$ cat src/irq_arb_consts.svh
// constants for the vectored interrupt arbiter
// Summary of operation
// every acknowledge branches to entry 00FF
// trap is non-maskable, highest rank; others maskable
// pending and enable bits are software mapped
// maskable needs pending, enable, global, no trap
// qualify only at instruction start boundary
// highest fixed rank wins, others stay pending
// reset clears pending, enables, global enable
// enabling with pending set interrupts at once
// acknowledge clears global, pushes return, jumps
// acknowledge sequence lasts seven instruction cycles
// status write may set global enable
// return instruction sets global, pops address
// pending work acknowledged right after return
// routines clear their pending flag early
// boot ROM execution blocks interrupts, keeps global
// vector select jumps via highest active entry
// table at top of block, next if last
// vector is 15 bits, high byte first
// lowest rank at E0, trap at FE
// nothing active selects default vector E0
// sample first cycle, replace low PC byte
// trap fetch sets hidden flag, clear instruction
// synchronise peripheral events before pending flags
`ifndef IRQ_ARB_CONSTS_SVH
`define IRQ_ARB_CONSTS_SVH

`define IRQ_ENTRY_ADDR    15'h00FF
`define IRQ_ACK_CYCLES    3'h7
`define IRQ_TBL_BASE      8'hE0
`define IRQ_NSRC          16
`define IRQ_REG_PEND      12'h000
`define IRQ_REG_ENA       12'h004
`define IRQ_REG_PSR       12'h008
`define IRQ_REG_STAT      12'h00C
`define IRQ_PSR_GIE_BIT   0
`define IRQ_RESET_VAL     16'h0000

`endif

$ cat src/irq_arb_pkg.sv
// types shared by the interrupt arbiter
`default_nettype none
package irq_arb_pkg;
	typedef enum logic [3:0] {
		ST_RUN  = 4'b0001,
		ST_ACK  = 4'b0010,
		ST_VIS  = 4'b0100,
		ST_VIS2 = 4'b1000
	} seq_state_t;
endpackage : irq_arb_pkg
`default_nettype wire

$ cat src/irq_event_sync.sv
// two-stage synchroniser with rising-edge pulse for peripheral events
`default_nettype none
module irq_event_sync (
	input  wire logic        hclk,     // clock
	input  wire logic        hresetn,  // async reset, active low
	input  wire logic [15:0] ev_async, // raw event levels
	output logic      [15:0] ev_pulse  // one-cycle rising edge pulses
);
	logic [15:0] s1_r;
	logic [15:0] s2_r;
	logic [15:0] s3_r;

	always_ff @(posedge hclk or negedge hresetn) begin
		if (!hresetn) begin
			s1_r <= 16'h0000;
			s2_r <= 16'h0000;
			s3_r <= 16'h0000;
		end else begin
			s1_r <= ev_async;
			s2_r <= s1_r;
			s3_r <= s2_r;
		end
	end

	assign ev_pulse = s2_r & ~s3_r;
endmodule : irq_event_sync
`default_nettype wire

$ cat src/vectored_interrupt_arbiter.sv
// interrupt qualification, acknowledge sequencing and vector selection
//
// The register addresses and the AHB-Lite slave port were left to the implementer.
`include "irq_arb_consts.svh"
`default_nettype none
module vectored_interrupt_arbiter (
	input  wire logic        hclk,           // instruction clock
	input  wire logic        hresetn,        // async reset, active low
	input  wire logic        hsel,           // ahb slave select
	input  wire logic [31:0] haddr,          // ahb address
	input  wire logic [1:0]  htrans,         // ahb transfer type
	input  wire logic        hwrite,         // ahb write
	input  wire logic [2:0]  hsize,          // ahb size
	input  wire logic [31:0] hwdata,         // ahb write data
	input  wire logic        hready,         // ahb bus ready
	output logic      [31:0] hrdata,         // ahb read data
	output logic             hreadyout,      // ahb slave ready
	output logic             hresp,          // ahb response, always okay
	input  wire logic [15:0] irq_events,     // async peripheral events, bit = rank slot
	input  wire logic        instr_start,    // core at a normal instruction boundary
	input  wire logic        skip_pending,   // next instruction is being skipped
	input  wire logic        boot_rom_exec,  // executing boot rom
	input  wire logic        trap_fetch,     // trap_opcode fetched
	input  wire logic        trap_clear,     // trap_flag_clear_instr executed
	input  wire logic        vis_start,      // vector_select_instr first cycle
	input  wire logic [14:0] vis_pc,         // address of the vector select opcode
	input  wire logic [14:0] next_pc,        // address of instruction about to run
	input  wire logic        return_from_irq_instr_exec,      // return_from_irq_instr executed
	input  wire logic [14:0] pop_addr,       // address popped from stack
	input  wire logic [7:0]  pmem_rdata,     // program memory byte
	output logic             ack_busy,       // acknowledge sequence running
	output logic             push_strobe,    // push return address
	output logic      [14:0] push_addr,      // return address to push
	output logic             pc_load,        // load program counter
	output logic      [14:0] pc_value,       // new program counter
	output logic             pmem_rd,        // program memory read
	output logic      [14:0] pmem_addr,      // program memory address
	output logic             global_irq_enable_o // global enable state
);
	logic [15:0] ev_pulse;
	logic [15:0] pend_r;
	logic [15:0] ena_r;
	logic        global_irq_enable_r;
	logic        trap_pending_flag_r;
	irq_arb_pkg::seq_state_t state_r;
	logic [2:0]  cnt_r;
	logic [7:0]  vec_hi_r;
	logic [15:0] active;
	logic        irq_req;
	logic        a_ph_r;
	logic        a_wr_r;
	logic [11:0] a_off_r;
	logic        ack_busy_r;
	logic        push_r;
	logic [14:0] push_addr_r;
	logic        pc_load_r;
	logic [14:0] pc_value_r;
	logic        pmem_rd_r;
	logic [14:0] pmem_addr_r;
	logic [31:0] hrdata_r;

	irq_event_sync u_sync (
		.hclk     (hclk),
		.hresetn  (hresetn),
		.ev_async (irq_events),
		.ev_pulse (ev_pulse)
	);

	// ****************************************************
	// helpers
	// ****************************************************
	// highest set slot -> table offset E0..FE
	function automatic logic [7:0] rank_offset(input logic [15:0] act);
		logic [7:0] off;
		off = `IRQ_TBL_BASE;
		for (int i = 1; i < `IRQ_NSRC; i++) begin
			if (act[i]) off = `IRQ_TBL_BASE + 8'(2 * i);
		end
		return off;
	endfunction : rank_offset

	// table lies in the block of the opcode, or the next one if opcode is last byte
	function automatic logic [6:0] table_block(input logic [14:0] pc);
		return (pc[7:0] == 8'hFF) ? 7'(pc[14:8] + 7'h01) : pc[14:8];
	endfunction : table_block

	// ****************************************************
	// qualification
	// ****************************************************
	// slot 15 is the trap; its pending bit is the hidden flag
	always_comb begin
		active        = pend_r & ena_r;
		active[15]    = trap_pending_flag_r;
	end

	// no new acknowledge while a sequence owns the core
	assign irq_req = ~boot_rom_exec & instr_start & ~skip_pending
		& global_irq_enable_r & ~trap_pending_flag_r & (|active[14:0])
		& (state_r == irq_arb_pkg::ST_RUN);

	// ****************************************************
	// ahb-lite slave
	// ****************************************************
	wire a_valid = hsel & htrans[1] & hready;
	wire wr_pend = a_ph_r & a_wr_r & (a_off_r == `IRQ_REG_PEND);
	wire wr_ena  = a_ph_r & a_wr_r & (a_off_r == `IRQ_REG_ENA);
	wire wr_psr  = a_ph_r & a_wr_r & (a_off_r == `IRQ_REG_PSR);

	always_ff @(posedge hclk or negedge hresetn) begin
		if (!hresetn) begin
			a_ph_r  <= 1'b0;
			a_wr_r  <= 1'b0;
			a_off_r <= 12'h000;
		end else begin
			a_ph_r  <= a_valid;
			a_wr_r  <= hwrite;
			a_off_r <= haddr[11:0];
		end
	end

	// reads answer in the data phase straight after the address phase
	always_ff @(posedge hclk or negedge hresetn) begin
		if (!hresetn) begin
			hrdata_r <= 32'h00000000;
		end else if (a_valid && !hwrite) begin
			case (haddr[11:0])
				`IRQ_REG_PEND: hrdata_r <= {16'h0000, 1'b0, pend_r[14:0]};
				`IRQ_REG_ENA:  hrdata_r <= {16'h0000, 1'b0, ena_r[14:0]};
				`IRQ_REG_PSR:  hrdata_r <= {31'h00000000, global_irq_enable_r};
				`IRQ_REG_STAT: hrdata_r <= {26'h0000000, state_r, ack_busy_r,
					trap_pending_flag_r};
				default:       hrdata_r <= 32'h00000000;
			endcase
		end
	end

	// ****************************************************
	// pending and enable bits
	// ****************************************************
	// event set wins over a software clear in the same cycle
	always_ff @(posedge hclk or negedge hresetn) begin
		if (!hresetn) begin
			pend_r <= `IRQ_RESET_VAL;
		end else begin
			pend_r <= ((wr_pend ? {1'b0, hwdata[14:0]} : pend_r) | ev_pulse)
				& 16'h7FFF;
		end
	end

	always_ff @(posedge hclk or negedge hresetn) begin
		if (!hresetn) begin
			ena_r <= `IRQ_RESET_VAL;
		end else if (wr_ena) begin
			ena_r <= {1'b0, hwdata[14:0]};
		end
	end

	always_ff @(posedge hclk or negedge hresetn) begin
		if (!hresetn) begin
			global_irq_enable_r <= 1'b0;
		end else if (irq_req) begin
			global_irq_enable_r <= 1'b0;
		end else if (return_from_irq_instr_exec) begin
			global_irq_enable_r <= 1'b1;
		end else if (wr_psr) begin
			global_irq_enable_r <= hwdata[`IRQ_PSR_GIE_BIT];
		end
	end

	// trap fetch wins over a clear arriving together
	always_ff @(posedge hclk or negedge hresetn) begin
		if (!hresetn) begin
			trap_pending_flag_r <= 1'b0;
		end else if (trap_fetch) begin
			trap_pending_flag_r <= 1'b1;
		end else if (trap_clear) begin
			trap_pending_flag_r <= 1'b0;
		end
	end

	// ****************************************************
	// acknowledge and vector select sequencer
	// ****************************************************
	always_ff @(posedge hclk or negedge hresetn) begin
		if (!hresetn) begin
			state_r     <= irq_arb_pkg::ST_RUN;
			cnt_r       <= 3'h0;
			vec_hi_r    <= 8'h00;
			ack_busy_r  <= 1'b0;
			push_r      <= 1'b0;
			push_addr_r <= 15'h0000;
			pc_load_r   <= 1'b0;
			pc_value_r  <= 15'h0000;
			pmem_rd_r   <= 1'b0;
			pmem_addr_r <= 15'h0000;
		end else begin
			push_r    <= 1'b0;
			pc_load_r <= 1'b0;
			pmem_rd_r <= 1'b0;
			case (state_r)
				irq_arb_pkg::ST_RUN: begin
					if (irq_req) begin
						state_r     <= irq_arb_pkg::ST_ACK;
						cnt_r       <= 3'h1;
						ack_busy_r  <= 1'b1;
						push_r      <= 1'b1;
						push_addr_r <= next_pc;
					end else if (vis_start) begin
						// sample ranking in the opcode's first cycle
						state_r     <= irq_arb_pkg::ST_VIS;
						pmem_rd_r   <= 1'b1;
						pmem_addr_r <= {table_block(vis_pc), rank_offset(active)};
					end else if (return_from_irq_instr_exec) begin
						pc_load_r   <= 1'b1;
						pc_value_r  <= pop_addr;
					end
				end
				irq_arb_pkg::ST_ACK: begin
					// hold the core for the last six cycles of the seven-cycle sequence
					cnt_r <= 3'(cnt_r + 3'h1);
					if (cnt_r == `IRQ_ACK_CYCLES - 3'h1) begin
						state_r    <= irq_arb_pkg::ST_RUN;
						ack_busy_r <= 1'b0;
						pc_load_r  <= 1'b1;
						pc_value_r <= `IRQ_ENTRY_ADDR;
					end
				end
				irq_arb_pkg::ST_VIS: begin
					vec_hi_r    <= pmem_rdata;
					state_r     <= irq_arb_pkg::ST_VIS2;
					pmem_rd_r   <= 1'b1;
					pmem_addr_r <= 15'(pmem_addr_r + 15'h0001);
				end
				irq_arb_pkg::ST_VIS2: begin
					state_r    <= irq_arb_pkg::ST_RUN;
					pc_load_r  <= 1'b1;
					pc_value_r <= {vec_hi_r[6:0], pmem_rdata};
				end
				default: state_r <= irq_arb_pkg::ST_RUN;
			endcase
		end
	end

	assign hreadyout           = 1'b1;
	assign hresp               = 1'b0;
	assign hrdata              = hrdata_r;
	assign ack_busy            = ack_busy_r;
	assign push_strobe         = push_r;
	assign push_addr           = push_addr_r;
	assign pc_load             = pc_load_r;
	assign pc_value            = pc_value_r;
	assign pmem_rd             = pmem_rd_r;
	assign pmem_addr           = pmem_addr_r;
	assign global_irq_enable_o = global_irq_enable_r;
endmodule : vectored_interrupt_arbiter
`default_nettype wire
$ cat config.mk
export PLATFORM = sky130hd
export DESIGN_NAME = vectored_interrupt_arbiter
export DESIGN_NICKNAME = d
export VERILOG_FILES = /design/src/irq_arb_pkg.sv /design/src/irq_event_sync.sv /design/src/vectored_interrupt_arbiter.sv
export VERILOG_INCLUDE_DIRS = /design/src
export SDC_FILE = /design/constraint.sdc
export NUM_CORES = 1
export LEC_CHECK = 0
export ABC_AREA = 1
export BUFFER_PORTS_ARGS = -buffer_cell sky130_fd_sc_hd__buf_2
export CORE_ASPECT_RATIO = 0.6
export CORE_MARGIN = 2
export CORE_UTILIZATION = 46
export DETAILED_ROUTE_END_ITERATION = 6
export GPL_TIMING_DRIVEN = 0
export PLACE_DENSITY = 0.86
export RECOVER_POWER = 50
export SKIP_LAST_GASP = 1
export SYNTH_ARGS = -nofsm -noshare
export SYNTH_HDL_FRONTEND = slang
export SYNTH_SLANG_ARGS = --single-unit
$ cat constraint.sdc
create_clock -name hclk -period 1.65 [get_ports hclk]
set_input_delay 0.0825 -clock hclk [delete_from_list [all_inputs] [get_ports hclk]]
set_output_delay 0.0825 -clock hclk [all_outputs]
set_load 0.01 [all_outputs]
# After elaboration in Yosys (flattened, before gate mapping)
# Cells that the tools add are included.
# totals
ff_bits	186
in_bits	150
elab_cells	127
# op_classes
addsub	3
eq_ne	18
mux	50
bitwise_logic	19
n_reduce_logical	16
# op_table
op	n
$mux 8	14
$mux 15	7
$pmux 15 s4	1
$pmux 15 s3	1
$eq 12x4->1 const B	3
$and 15x15->15	2
$pmux 15 s2	1
$eq 12x3->1 const B	2
$logic_not 12->1	2
$add 15x1->15 const B	1
$mux 1	15
$not 15->15	1
$or 15x15->15	1
$reduce_or 15->1	1
$and 1x1->1	12
$mux 4	3
$ne 2x2->1 const B	6
$pmux 4 s3	1
$eq 8x8->1 const B	1
$add 7x1->7 const B	1
$mux 7	1
$pmux 3 s2	1
$reduce_and 2->1	3
$reduce_and 3->1	2
other kinds (17)	23

# Depth between registers and ports, before layout
# logic_depth
word_depth	19
depth_mapped	18
ltp_nobuf	18

# Cells and area by module
# A second synthesis with hierarchy kept.
# hier_totals
hier_cells	816
hier_area_um2	7410.9
# by_module_without_submodules
module	n_inst	cells_per_inst	area_per_inst_um2
vectored_interrupt_arbiter	1	736	6049.6
irq_event_sync	1	80	1361.3

# Least setup slack after synthesis
# No wires, ideal clock.
# synth_timing
path_kind	reg-to-reg
startpoint	register pmem_addr_r[0], in the netlist pmem_addr[0]
endpoint	register pmem_addr_r[14], in the netlist pmem_addr[14]
setup_ns	0.082
arrival_time_ns	1.642
t_required_ns	1.568
setup_slack_ns	-0.074
stages_incl_launch_ff	12
n_path_buf	0
cell_sequence	dfrtp_1 > ha_1 > nand3_1 > nor2_2 > nand2_1 > nor2_1 > nand2_1 > nor2_1 > nand3b_1 > xnor2_1 > nand2_1 > a31oi_1
# synth_via
elab_chain_len	2
# synth_rtl
item	line	text
start, declared	vectored_interrupt_arbiter.sv:59	logic [14:0] pmem_addr_r;
start signal, assigned	vectored_interrupt_arbiter.sv:212	pmem_addr_r <= {table_block(vis_pc), rank_offset(active)};
start signal, assigned	vectored_interrupt_arbiter.sv:232	pmem_addr_r <= 15'(pmem_addr_r + 15'h0001);
$add 15x1->15	vectored_interrupt_arbiter.sv:232	
$pmux 15 s2	vectored_interrupt_arbiter.sv:200	case (state_r)
# No other way between the ends.
# A chain may end at the register's enable or synchronous reset.

# Final worst setup path
# layout_timing
startpoint	register pend_r[5]
endpoint	register pc_value_r[14], in the netlist pc_value[14]
# layout_via
elab_chain_len	6
# layout_rtl
item	line	text
start, declared	vectored_interrupt_arbiter.sv:41	logic [15:0] pend_r;
start signal, assigned	vectored_interrupt_arbiter.sv:143	pend_r <= `IRQ_RESET_VAL;
start signal, assigned	vectored_interrupt_arbiter.sv:145	pend_r <= ((wr_pend ? {1'b0, hwdata[14:0]} : pend_r) | ev_pulse)
$and 15x15->15	vectored_interrupt_arbiter.sv:92	active = pend_r & ena_r;
$reduce_or 15->1	vectored_interrupt_arbiter.sv:98	& global_irq_enable_r & ~trap_pending_flag_r & (|active[14:0])
$and 1x1->1	vectored_interrupt_arbiter.sv:98	
$and 1x1->1	vectored_interrupt_arbiter.sv:99	& (state_r == irq_arb_pkg::ST_RUN);
$ne 2x2->1 (no line)	n/a	
$reduce_and 5->1 (no line)	n/a	
end signal, assigned	vectored_interrupt_arbiter.sv:215	pc_value_r <= pop_addr;
end signal, assigned	vectored_interrupt_arbiter.sv:225	pc_value_r <= `IRQ_ENTRY_ADDR;
end signal, assigned	vectored_interrupt_arbiter.sv:237	pc_value_r <= {vec_hi_r[6:0], pmem_rdata};
end, declared	vectored_interrupt_arbiter.sv:57	logic [14:0] pc_value_r;
# No other way between the ends.

==> impl_metrics.yaml <==
timing:
  slew_violations: 0
  hold_viol: 0
  slew_headroom: 0.2943
  rsz0062_at_grt: "yes"
  tightest_slew_ps: 1059
  fin_tns_setup_ps: -7293
  period_needed_ps: 1961
  finalCritPeriodShare: 1.188
  max_freq_mhz: 509.9
  fin_skew_ps: 14.31
  setup_viol: 51
  fin_ws_ps: -311.0
cells_and_area:
  final_layout_size_suffix_gt1_frac: 0.2857
  antenna_cells: 0
  layout.nets: 1310
  final_cells: 1372
  design_area_um2: 10750
  final_util: 0.6917
  syn_to_final_growth_pct: 45.54
route:
  route.detailed.drc: 0
  drt_iter0_markers: 612
  routedWlPerCell_um: 16.51
  via_count: 6984
  vias_per_cell: 5.090
  first_pass_iters: 6
  drt-total-wl_mm: 22.65
  ant_nets: 0
power_and_ir_drop:
  ir_drop_uv: 758.9
  power_density_nw_per_um2: 1283
  pwr-share-comb: 0.325
  pwr-share-clk: 0.266
  p_switching_mw: 4.878
  switching_share: 0.3535
  p_leak_nw: 5.445
  internal-power_mw: 8.921
  seq_power_share: 0.409
synthesis:
  synth_common_cells: "nand2_1 (196), dfrtp_1 (168), inv_1 (117)"
  netlist_area_um2: 7388
  synth_ff_type: "dfrtp_1"
  synth-edff-count: 0
  yosys.area.top_type: "dfrtp_1"
  yosys-top-cells-area: "dfrtp_1 (57%), nand2_1 (10%), inv_1 (5.9%)"
  yosysTopAreaCellShare: 0.5690
  synth_seq_cells: 169
  avgSynthCellArea_um2: 9.155
  synth-seq-area-share: 0.5726
  ys_async_sr_fraction: 1.000
  synth.most_common_cell: "nand2_1"
  ys_types: 46
  syn_inst: 807
  yosys_warnings: 0
place:
  place_inst: 1200
  hpwl_mm: 13.65
  dp_slack_ps: -308.7
  placed_area_um2: 8620
  gp_congestion: 0.8980
  portBuffers: 172
floorplanning:
  start_util: 0.4753
  ios: 234
  die-area_um2: 17130
  die_w_um: 167.6
  die_h_um: 102.2
  rows: 35
  core_area_um2: 15550
grt:
  grt_pass1_vias: 6753
  grt_first_pass_wirelength_mm: 33.91
  grt_max_degree: 130
  track_usage: 0.2550
  globalRoute.totalOverflow: 0
  antenna_found_initial: 0
clock_tree:
  cts_buffer_depth: 2
  htree_levels: 4
  clock-sinks: 169
  cts_tree: "yes"
  cts_buffers: 17
  root_buffer: "clkbuf_16"
  clk_pin_slew_ps: 70
  worstSkewPairLatency_ps: 420
run:
  cap_viol_max_count: 0
status:
  outcome: "finished with violations"
  failed_checks: "setup timing"
setup_path:
  cp_data_arrival_time_ps: 2310
  cp-start-kind: "flop"
  cp-end-kind: "flop"
  path_class: "flop to flop"
  path_max_fanout: 5
  worstPathRequired_ps: 2000
min_path:
  hold_path.class: "input pin to flop"
==> per-layer routing <==
metal | wire [um] | global-route usage
met5 | 0 | 0
met4 | 384 | 0.07625
met3 | 2070 | 0.07204
met2 | 10700 | 0.4073
met1 | 9490 | 0.3458
==> timing repair <==
action,4_1_cts,5_1_grt
hold endpoints to repair,132,2
hold buffers,81,1
cloned,2,2
pin swaps,13,18
setup buffers,49,17
resized for setup,57,75
setup endpoints to repair,76,101
==> layout by cell type, fill, tap and decap left out, drive strengths merged, types with 2 or more instances in the layout <==
cell and instances:
clkinv 5, clkbuf 98, nand2 208, dfrtp 168
dlygate4sd3 82, nor2 35, o21ai 107, inv 130
nor3 14, o22ai 4, buf 195, xor2 6
xnor2 3, o211ai 3, nand3 25, nor4 4
nor3b 2, nand4 9, nand3b 3, clkinvlp 4
a21oi 10, a22oi 15, conb 19, a31oi 4
or2 3, ha 4, o221ai 4
==> worst paths after layout <==
check	cells past startpoint	slack [ps]	startpoint	to
min in group asynchronous	2	380	hresetn	u_sync.s1_r[6]
max in group asynchronous	3	70	hresetn	pmem_addr[2]
hold reg to reg	0	350	u_sync.s1_r[3]	u_sync.s2_r[3]
hold / removal	5	10	pop_addr[12]	pc_value[12]
setup / recovery	15	-310	pend_r[5]	pc_value[14]
setup reg to reg	15	-310	pend_r[5]	pc_value[14]
==> worst max-delay path: stages (launching register included) <==
cell and delay (ps):
dfrtp_1 420, nand2_2 100, nand2_2 60, nor2_4 120, inv_2 40, nor3_2 120, nand2_2 100, nand2_4 110
nand2_4 60, nor2_4 90, nand2_2 90, a21oi_4 180, buf_6 140, buf_8 130, nand2_2 50, o21ai_2 70
==> cell families (layout without fill, tap and decap cells) <==
group                      count (synthesis)  in the layout  share of synthesized area
buffers and inverters                    169            514                     0.1018
xor gates and xnor gates                   9              9                    0.01067
other                                      2             19                   0.001016
DFF                                      169            169                     0.5726
adders and majority gates                  4              4                   0.006774
AOI/OAI and AO/OA                        150            150                     0.1214
and+or+nand+nor                          304            304                     0.1858
==> power groups by stage <==
stage	Sequential [mW]	Clock [mW]	Combinational, mW
3_5_place_dp	5.58	0	3.27
6_report	5.64	3.68	4.48
5_1_grt	5.71	3.91	4.84
4_1_cts	5.53	3.73	4.00
3_3_place_gp	5.56	0	3.16
2_1_floorplan	5.77	0	1.74
==> final cells by class <==
| class | instances | area (um2) |
|---|---|---|
| Fill cell | 1146 | 4793 |
| Sequential cell | 169 | 4232 |
| Multi-Input combinational cell | 486 | 2758 |
| Timing Repair Buffer | 316 | 2172 |
| Inverter | 127 | 488.0 |
| Clock buffer | 20 | 446.7 |
| Buffer | 39 | 310.3 |
| Tap cell | 203 | 254.0 |
| Clock inverter | 12 | 92.59 |
==> per-stage QoR <==
step                      hold WS (ps)  total power [mW]
after global placement           191.0             8.717
after detailed placement        -17.25             8.859
final                            13.93             13.80
after global routing             23.05             14.47
after CTS                       -112.6             13.26
after floorplan                 -213.1             7.511
==> flip-flops by register name (all words and copies together) (netlist names) <==
name and cells:
push_strobe 1, u_sync.s3_r 15, pmem_addr 15, pend_r 15, a_wr_r 1, cnt_r 3, hrdata 15, push_addr 15
global_irq_enable_o 1, vec_hi_r 7, u_sync.s1_r 15, trap_pending_flag_r 1, ack_busy 1, ena_r 15, u_sync.s2_r 15, a_off_r 12
state_r 4, pmem_rd 1, pc_value 15, pc_load 1, a_ph_r 1
(Power assumes the default switching activity.)
